**config.mk**
```make
export PLATFORM = sky130hd
export DESIGN_NAME = pulse_on_off_delay_timer
export DESIGN_NICKNAME = d
export VERILOG_FILES = /design/src/timer_pkg.sv /design/src/ms_tick_gen.sv /design/src/preset_select.sv /design/src/pulse_on_off_delay_timer.sv
export SDC_FILE = /design/constraint.sdc
export NUM_CORES = 1
export LEC_CHECK = 0
export BUFFER_PORTS_ARGS = -buffer_cell sky130_fd_sc_hd__buf_2
export CELL_PAD_IN_SITES_DETAIL_PLACEMENT = 0
export CELL_PAD_IN_SITES_GLOBAL_PLACEMENT = 1
export CORE_MARGIN = 3
export CORE_UTILIZATION = 43
export DETAILED_ROUTE_END_ITERATION = 8
export PLACE_DENSITY = 0.86
export SLEW_MARGIN = 10
export SYNTH_ARGS = -nofsm -noshare
export SYNTH_HDL_FRONTEND = slang
export SYNTH_SLANG_ARGS = --single-unit
```
**constraint.sdc**
```tcl
create_clock -name ref_clk -period 2.9 [get_ports ref_clk]
set_input_delay 0.58 -clock ref_clk [delete_from_list [all_inputs] [get_ports ref_clk]]
set_output_delay 0.58 -clock ref_clk [all_outputs]
set_load 0.01 [all_outputs]
```
**src/timer_pkg.sv**
```systemverilog
// Shared constants and types for the millisecond pulse / on-delay / off-delay timer
`default_nettype none
package timer_pkg;

  // ----------------------------------------------------------------
  // Timing
  // ----------------------------------------------------------------
  localparam int unsigned CLK_FREQ_HZ    = 20_000_000;
  localparam int unsigned TICK_PERIOD_US = 1000;
  localparam int unsigned TICK_CYCLES    = (CLK_FREQ_HZ / 1_000_000) * TICK_PERIOD_US;
  localparam int unsigned TIME_W         = 32;

  // ----------------------------------------------------------------
  // Reset values
  // ----------------------------------------------------------------
  localparam logic [31:0] TIMER_RESET    = 32'h0000_0000;
  localparam logic [31:0] STORED_PRESET  = 32'h0000_03e8;

  // ----------------------------------------------------------------
  // Types
  // ----------------------------------------------------------------
  typedef enum logic [1:0] {
    pulse_mode     = 2'b00,
    on_delay_mode  = 2'b01,
    off_delay_mode = 2'b10
  } timer_mode_t;

  typedef struct packed {
    logic        level;
    logic        preset_valid;
    logic [31:0] preset_time;
  } timer_req_t;

  typedef struct packed {
    logic        level;
    logic [31:0] elapsed_time;
  } timer_rsp_t;

endpackage : timer_pkg
`default_nettype wire

```
**src/ms_tick_gen.sv**
```systemverilog
// Millisecond strobe generator from the system clock
`default_nettype none
module ms_tick_gen
  import timer_pkg::*;
#(
  parameter int unsigned CYCLES = TICK_CYCLES
) (
  input  wire logic ref_clk,
  input  wire logic reset_n,
  input  wire logic clk_en,
  input  wire logic sync_clear,
  output var  logic tick
);

  localparam int unsigned CW = $clog2(CYCLES + 1);

  logic [CW-1:0] count;

  // ----------------------------------------------------------------
  // Divider
  // ----------------------------------------------------------------
  // Wraps every CYCLES enabled clocks; tick is the wrap cycle
  always_ff @(posedge ref_clk or negedge reset_n) begin
    if (!reset_n) begin
      count <= '0;
    end else if (clk_en) begin
      if (sync_clear || count == CW'(CYCLES - 1)) begin
        count <= '0;
      end else begin
        count <= count + CW'(1);
      end
    end
  end

  // Gated by the enable so a frozen block never sees a tick
  assign tick = clk_en && !sync_clear && (count == CW'(CYCLES - 1));

endmodule : ms_tick_gen
`default_nettype wire

```
**src/preset_select.sv**
```systemverilog
// Chooses the live preset time or the timer's stored preset
`default_nettype none
module preset_select
  import timer_pkg::*;
#(
  parameter logic [31:0] DEFAULT_PRESET = STORED_PRESET
) (
  input  wire logic        preset_valid,
  input  wire logic [31:0] preset_time,
  output var  logic [31:0] preset_used
);

  // ----------------------------------------------------------------
  // Selection
  // ----------------------------------------------------------------
  // Falls back to the stored preset when no preset is supplied
  always_comb begin
    preset_used = preset_valid ? preset_time : DEFAULT_PRESET;
  end

endmodule : preset_select
`default_nettype wire

```
**src/pulse_on_off_delay_timer.sv**
```systemverilog
// Millisecond timer block with pulse, on-delay and off-delay behaviours
`default_nettype none
module pulse_on_off_delay_timer
  import timer_pkg::*;
#(
  parameter timer_mode_t MODE           = pulse_mode,
  parameter int unsigned TICK_CYC       = TICK_CYCLES,
  parameter logic [31:0] DEFAULT_PRESET = STORED_PRESET
) (
  input  wire logic        ref_clk,
  input  wire logic        reset_n,
  input  wire logic        clk_en,
  input  wire logic        sync_reset,
  input  wire timer_req_t  req,
  output var  timer_rsp_t  rsp
);

  // ----------------------------------------------------------------
  // Internal state
  // ----------------------------------------------------------------
  logic [31:0] timer;
  logic        out_level;
  logic        running;
  logic        prev_level;
  logic        tick;
  logic [31:0] preset_used;
  logic        level_rise;
  logic        level_fall;
  logic        at_preset;

  logic [31:0] next_timer;
  logic        next_out_level;
  logic        next_running;

  // ----------------------------------------------------------------
  // Sub-blocks
  // ----------------------------------------------------------------
  ms_tick_gen #(
    .CYCLES     (TICK_CYC)
  ) u_tick (
    .ref_clk    (ref_clk),
    .reset_n    (reset_n),
    .clk_en     (clk_en),
    .sync_clear (sync_reset),
    .tick       (tick)
  );

  preset_select #(
    .DEFAULT_PRESET (DEFAULT_PRESET)
  ) u_preset (
    .preset_valid   (req.preset_valid),
    .preset_time    (req.preset_time),
    .preset_used    (preset_used)
  );

  // ----------------------------------------------------------------
  // Edge detection of the input level
  // ----------------------------------------------------------------
  // Input is synchronous to ref_clk, so one register is enough
  always_ff @(posedge ref_clk or negedge reset_n) begin
    if (!reset_n) begin
      prev_level <= 1'b0;
    end else if (clk_en) begin
      prev_level <= sync_reset ? 1'b0 : req.level;
    end
  end

  assign level_rise = req.level && !prev_level;
  assign level_fall = !req.level && prev_level;
  // Greater-or-equal catches a preset lowered under a running timer
  assign at_preset  = (timer >= preset_used);

  // ----------------------------------------------------------------
  // Next-state logic per mode
  // ----------------------------------------------------------------
  // Timer steps by one per millisecond tick; the preset is the limit
  always_comb begin
    next_timer     = timer;
    next_out_level = out_level;
    next_running   = running;
    unique case (MODE)
      pulse_mode: begin
        if (running) begin
          if (at_preset) begin
            next_running   = 1'b0;
            next_out_level = 1'b0;
            next_timer     = preset_used;
          end else if (tick) begin
            next_timer = timer + 32'h0000_0001;
          end
        end else if (level_rise && timer == TIMER_RESET) begin
          next_running   = 1'b1;
          next_out_level = 1'b1;
        end else if (!req.level && !out_level) begin
          next_timer = TIMER_RESET;
        end
      end
      on_delay_mode: begin
        if (!req.level) begin
          next_timer     = TIMER_RESET;
          next_out_level = 1'b0;
          next_running   = 1'b0;
        end else if (level_rise) begin
          next_running = 1'b1;
        end else if (running) begin
          if (at_preset) begin
            next_out_level = 1'b1;
            next_running   = 1'b0;
            next_timer     = preset_used;
          end else if (tick) begin
            next_timer = timer + 32'h0000_0001;
          end
        end
      end
      off_delay_mode: begin
        if (req.level) begin
          next_timer     = TIMER_RESET;
          next_out_level = 1'b1;
          next_running   = 1'b0;
        end else if (level_fall) begin
          next_running = out_level;
        end else if (running) begin
          if (at_preset) begin
            next_out_level = 1'b0;
            next_running   = 1'b0;
            next_timer     = preset_used;
          end else if (tick) begin
            next_timer = timer + 32'h0000_0001;
          end
        end
      end
      default: begin
        next_timer     = TIMER_RESET;
        next_out_level = 1'b0;
        next_running   = 1'b0;
      end
    endcase
  end

  // ----------------------------------------------------------------
  // Timer register
  // ----------------------------------------------------------------
  always_ff @(posedge ref_clk or negedge reset_n) begin
    if (!reset_n) begin
      timer <= TIMER_RESET;
    end else if (clk_en) begin
      timer <= sync_reset ? TIMER_RESET : next_timer;
    end
  end

  // ----------------------------------------------------------------
  // Output level and run flag
  // ----------------------------------------------------------------
  always_ff @(posedge ref_clk or negedge reset_n) begin
    if (!reset_n) begin
      out_level <= 1'b0;
      running   <= 1'b0;
    end else if (clk_en) begin
      out_level <= sync_reset ? 1'b0 : next_out_level;
      running   <= sync_reset ? 1'b0 : next_running;
    end
  end

  // ----------------------------------------------------------------
  // Responses
  // ----------------------------------------------------------------
  // Elapsed time mirrors the timer register, so it clears with it
  always_comb begin
    rsp.level        = out_level;
    rsp.elapsed_time = timer;
  end

endmodule : pulse_on_off_delay_timer
`default_nettype wire

```
Word level (Yosys, flattened, before mapping)
Cells that the tools add are included.

storage, ports and cells
  register bits after elaboration = 50
  input port bits = 38
  output and inout port bits = 33
  word-level logic and storage cells = 44

operators by class
  add/subtract/negate cells = 2
  $lt $le $gt $ge = 1
  eq/ne operators = 4
  mux-type cells = 17
  reduce and logical (&&, ||, !) cells = 15

operators by type and width
  kind                                                             count
  32-bit two-way mux                                               7
  32-bit by 1-bit adder with 32-bit output, second input constant  1
  32-bit greater-or-equal comparator                               1
  32-bit zero test                                                 1
  15-bit by 1-bit adder with 15-bit output, second input constant  1
  15-bit equality test, second input constant                      1
  15-bit two-way mux                                               1
  1-bit two-way mux                                                9
  3-bit nonzero test                                               2
  1-bit logical AND                                                5
  1-bit zero test                                                  4
  4-bit by 2-bit != test with 1-bit output, second input constant  1
  4-bit AND reduction                                              1
  3-bit by 2-bit != test with 1-bit output, second input constant  1
  3-bit != test, second input constant                             1
  3-bit AND reduction                                              1
  1-bit logical OR                                                 1

Longest topological paths before layout
  depth in word-level cells = 7
  depth in mapped cells = 13
  gate-level depth less buffers = 10

Hierarchy
Synthesis repeated with hierarchy kept, for this count alone.

second synthesis, totals
  cells, all modules = 538
  area, all modules = 4280.4 um^2

by module, submodules not included
  module                    times used  cells an instance  area an instance (um^2)  seq. area each (um^2)
  pulse_on_off_delay_timer  1           423                3286.9                   875.8
  ms_tick_gen               1           80                 775.7                    375.4
  preset_select             1           35                 217.7                    0.0

Worst setup path before layout
OpenSTA, ideal clock, no wires.

  path type = input to register
  from = in req[32] (netlist bit)
  to = reg timer[4]
  library setup time = 0.128 ns
  data arrival time = 3.118 ns
  data required time = 2.772 ns
  slack = -0.346 ns
  stages = 13
  path buffers = 4
  cells stage by stage = clkbuf_1 > buf_1 > nand2_1 > ha_1 > a21oi_1 > o21ai_1 > a2111oi_4 > a31oi_4 > o31ai_4 > nand2b_1 > buf_2 > buf_6 > o22ai_1

on the way
  word-level cells in the longest chain between the ends = 5
  elaborated cells between the ends (all ways) = 7
  those cells by class = 1 x order compare; 1 x eq/ne; 4 x mux; 1 x reduce/logical

RTL lines
  element                             line                             text
  start: declaration                  pulse_on_off_delay_timer.sv:14   input wire timer_req_t req,
  32-bit two-way mux *                preset_select.sv:18              preset_used = preset_valid ? preset_time : DEFAULT_PRESET;
  32-bit greater-or-equal comparator  pulse_on_off_delay_timer.sv:71   assign at_preset = (timer >= preset_used);
  32-bit two-way mux                  pulse_on_off_delay_timer.sv:84   if (at_preset) begin
  32-bit two-way mux                  pulse_on_off_delay_timer.sv:83   if (running) begin
  32-bit two-way mux                  pulse_on_off_delay_timer.sv:147  timer <= sync_reset ? TIMER_RESET : next_timer;
  end signal: assignment              pulse_on_off_delay_timer.sv:147
  end: declaration                    pulse_on_off_delay_timer.sv:21   logic [31:0] timer;

Every way passes the cells marked *; elsewhere a longest branch is shown, timed or not.
A chain may end at the register's enable or synchronous reset.

Worst setup path after layout
  from = in req[32] (netlist bit)
  to = reg timer[14]

Same word-level chain as after synthesis.

==> out/qor.yml <==
syn_inst: 499
synth-simple-area-share_pct: 25.17
postSynthAreaPerCell_sq_um: 8.320
drc: 0
total_power_mw: 1.618
crit_path_max_fanout: 8
core_sq_um: 9328
synth_edf_count: 0
r2r_slack_ns: 0.17
place_inst: 760
fin_crit_sh_pct: 98.36
max-slew-margin-rel_pct: 57.60
routed_wl_microns: 13720
whs_ns: 0.2579
clock-root-buffer: "clkbuf_8"
synth.area.top_cells: "dfrtp_1, ha_1, nand2_1"
finalMaxSlewViolations: 0
clk_latency_ns: 0.31
grt_util_all_layers_pct: 23.82
yosysWarnings: 0
final_layout_size_suffix_gt1_share_pct: 35.23
grt_pass1_vias: 4422
rows: 35
ios: 71
layout.cells.non_filler: 779
synth_top_area_share_pct: 30.14
ys.flop_type: "dfrtp_1"
top_layer_used: "met4"
grt_max_degree: 26
yosysSeqAreaShare_pct: 30.14
synthMuxAreaShare_pct: 4.913
place.gp.congestion: 0.9354
finalSetupTns_ns: 0
die-area_sq_um: 10870
antennaDiodeCount: 0
hold_violations: 0
status: "complete, no violations"
hpwlAfterDp_microns: 10220
tightest_slew_ns: 0.6359
m1WireLength_microns: 5776
avgViaCountPerCell: 5.841
synth_common_cells: "nand2_1, dfrtp_1, nor2_1"
synth_top_area_cell: "dfrtp_1"
numCtsBuffers: 5
worstSetupPathType: "in2reg"
ir_drop_mv: 0.1943
pre_cts_ws_ns: -0.3630
async_flop_share_pct: 100.0
place_area_sq_um: 5249
ys_ff_latch: 50
synth_nets: 572
power_leakage_nw: 2.734
syn2layout_area_growth_pct: 36.29
final_util_pct: 60.66
final_nets: 722
worst_clock_skew_ns: 0.004934
maxCapViolations: 0
die_h_microns: 104.3
synth_area_sq_um: 4151
critPathCaptureType: "flip-flop"
overflow: 0
cp.required_ns: 3.16
reg2reg_depth: 11
cp-start-kind: "input port"
start_util_pct: 44.51
cts_sinks: 50
fin_ws_ns: 0.04756
synth_compound_area_share_pct: 20.86
synth_top_family_by_area: "simple AND/OR/NAND/NOR gates"
cts_tree: "yes"
fmax_mhz: 350.6
yosysMostFrequentCell: "nand2_1"
final_area_sq_um: 5658
finalSetupViolCount: 0
rr_endpoint: "timer[28]$_DFFE_PN0P_"
period_needed_ns: 2.852
cts_max_path_buffers: 2
clk_pin_slew_ns: 0.10
cts_max_level: 2
cp_data_arrival_time_ns: 3.11
drtIter0Drc: 285
port_buffers: 70
dr_wl_met2_microns: 6603
met3_length_microns: 931
p_per_area_nw_per_um2: 285.9
regToRegStartpoint: "timer[14]$_DFFE_PN0P_"
synth_xor_area_share_pct: 2.321
post_drt_wl_per_cell_microns: 17.62
grt_pass1_wl_microns: 21230
first_pass_iters: 5
via_count: 4550
die_w_microns: 104.3
hold_class: "in2async"
synthAdderAreaFrac_pct: 10.55
netlist-cell-type-count: 61
antenna_found_initial: 0
antenna_left: 0
-- sequential cells by signal, indices dropped and copies added (netlist names) --
| name | flops |
|---|---|
| out_level | 1 |
| prev_level | 1 |
| running | 1 |
| timer | 32 |
| u_tick.count | 15 |
-- worst max path at each step --
stage                     slack [ns]  cells past startpoint  startpoint                    end
after floorplan                 0.01                     13     req[32]   timer[4]$_DFFE_PN0P_
after global placement         -0.32                     13     req[32]  timer[28]$_DFFE_PN0P_
after detailed placement       -0.36                     14     req[32]  timer[30]$_DFFE_PN0P_
after CTS                       0.04                     14     req[32]  timer[18]$_DFFE_PN0P_
after global routing           -0.03                     16     req[32]   timer[4]$_DFFE_PN0P_
final                           0.05                     13     req[32]  timer[14]$_DFFE_PN0P_
-- critical path, stage by stage --
cell and delay, ns:
buf_8 0.12, clkbuf_16 0.16, nor2b_1 0.22, ha_1 0.29, a21oi_1 0.13, o21ai_0 0.13, a22oi_2 0.22, a31oi_4 0.17
buf_6 0.16, buf_4 0.16, or4_1 0.50, o21ai_0 0.10, a22o_1 0.16
-- cells in the final DEF (no fill, tap or decap), types with 11 or more instances in the layout --
cell and instances:
a21oi_1 32, buf_2 69, buf_4 85, dfrtp_1 50, ha_1 31, inv_1 35, nand2_1 57, nand3_1 18
nand4_1 13, nor2_1 39, o21ai_0 11, o22ai_1 17
-- what timing repair did --
item                       in CTS  in global routing
pin swaps                       3                 11
hold buffers                    0                  0
setup endpoints to repair      11                 33
resized for setup               4                 36
gates cloned                    0                  3
setup buffers                   1                  7
-- per-layer routing --
layer,vias to the layer above,global-route usage (%)
li1,2118,-
met1,2187,30.78
met2,202,40.53
met3,43,4.159
met4,0,7.502
met5,-,0
-- cells by family after synthesis --
logic type	count (synthesis)
adders and majority gates	35
buffers and inverters	60
and+or+nand+nor	197
DFF	50
xor gates and xnor gates	11
AOI/OAI and AO/OA	127
muxes	19
-- final cells by class --
| type | count | area [sq um] |
|---|---|---|
| multi-input combinational | 389 | 2796 |
| timing repair buffer | 167 | 1219 |
| sequential | 50 | 1251 |
| clock buffer | 6 | 82.58 |
| fill | 829 | 3670 |
| tap | 129 | 161.4 |
| inverter | 36 | 135.1 |
| clock inverter | 2 | 12.51 |
-- where the power goes --
part	leakage (nW)	switching, mW	total, mW	internal, mW
registers	0.694	0.0160	0.728	0.712
clock network	0.0472	0.254	0.446	0.193
logic	1.99	0.237	0.443	0.206
Note: power is estimated with default switching activity, not from simulation.
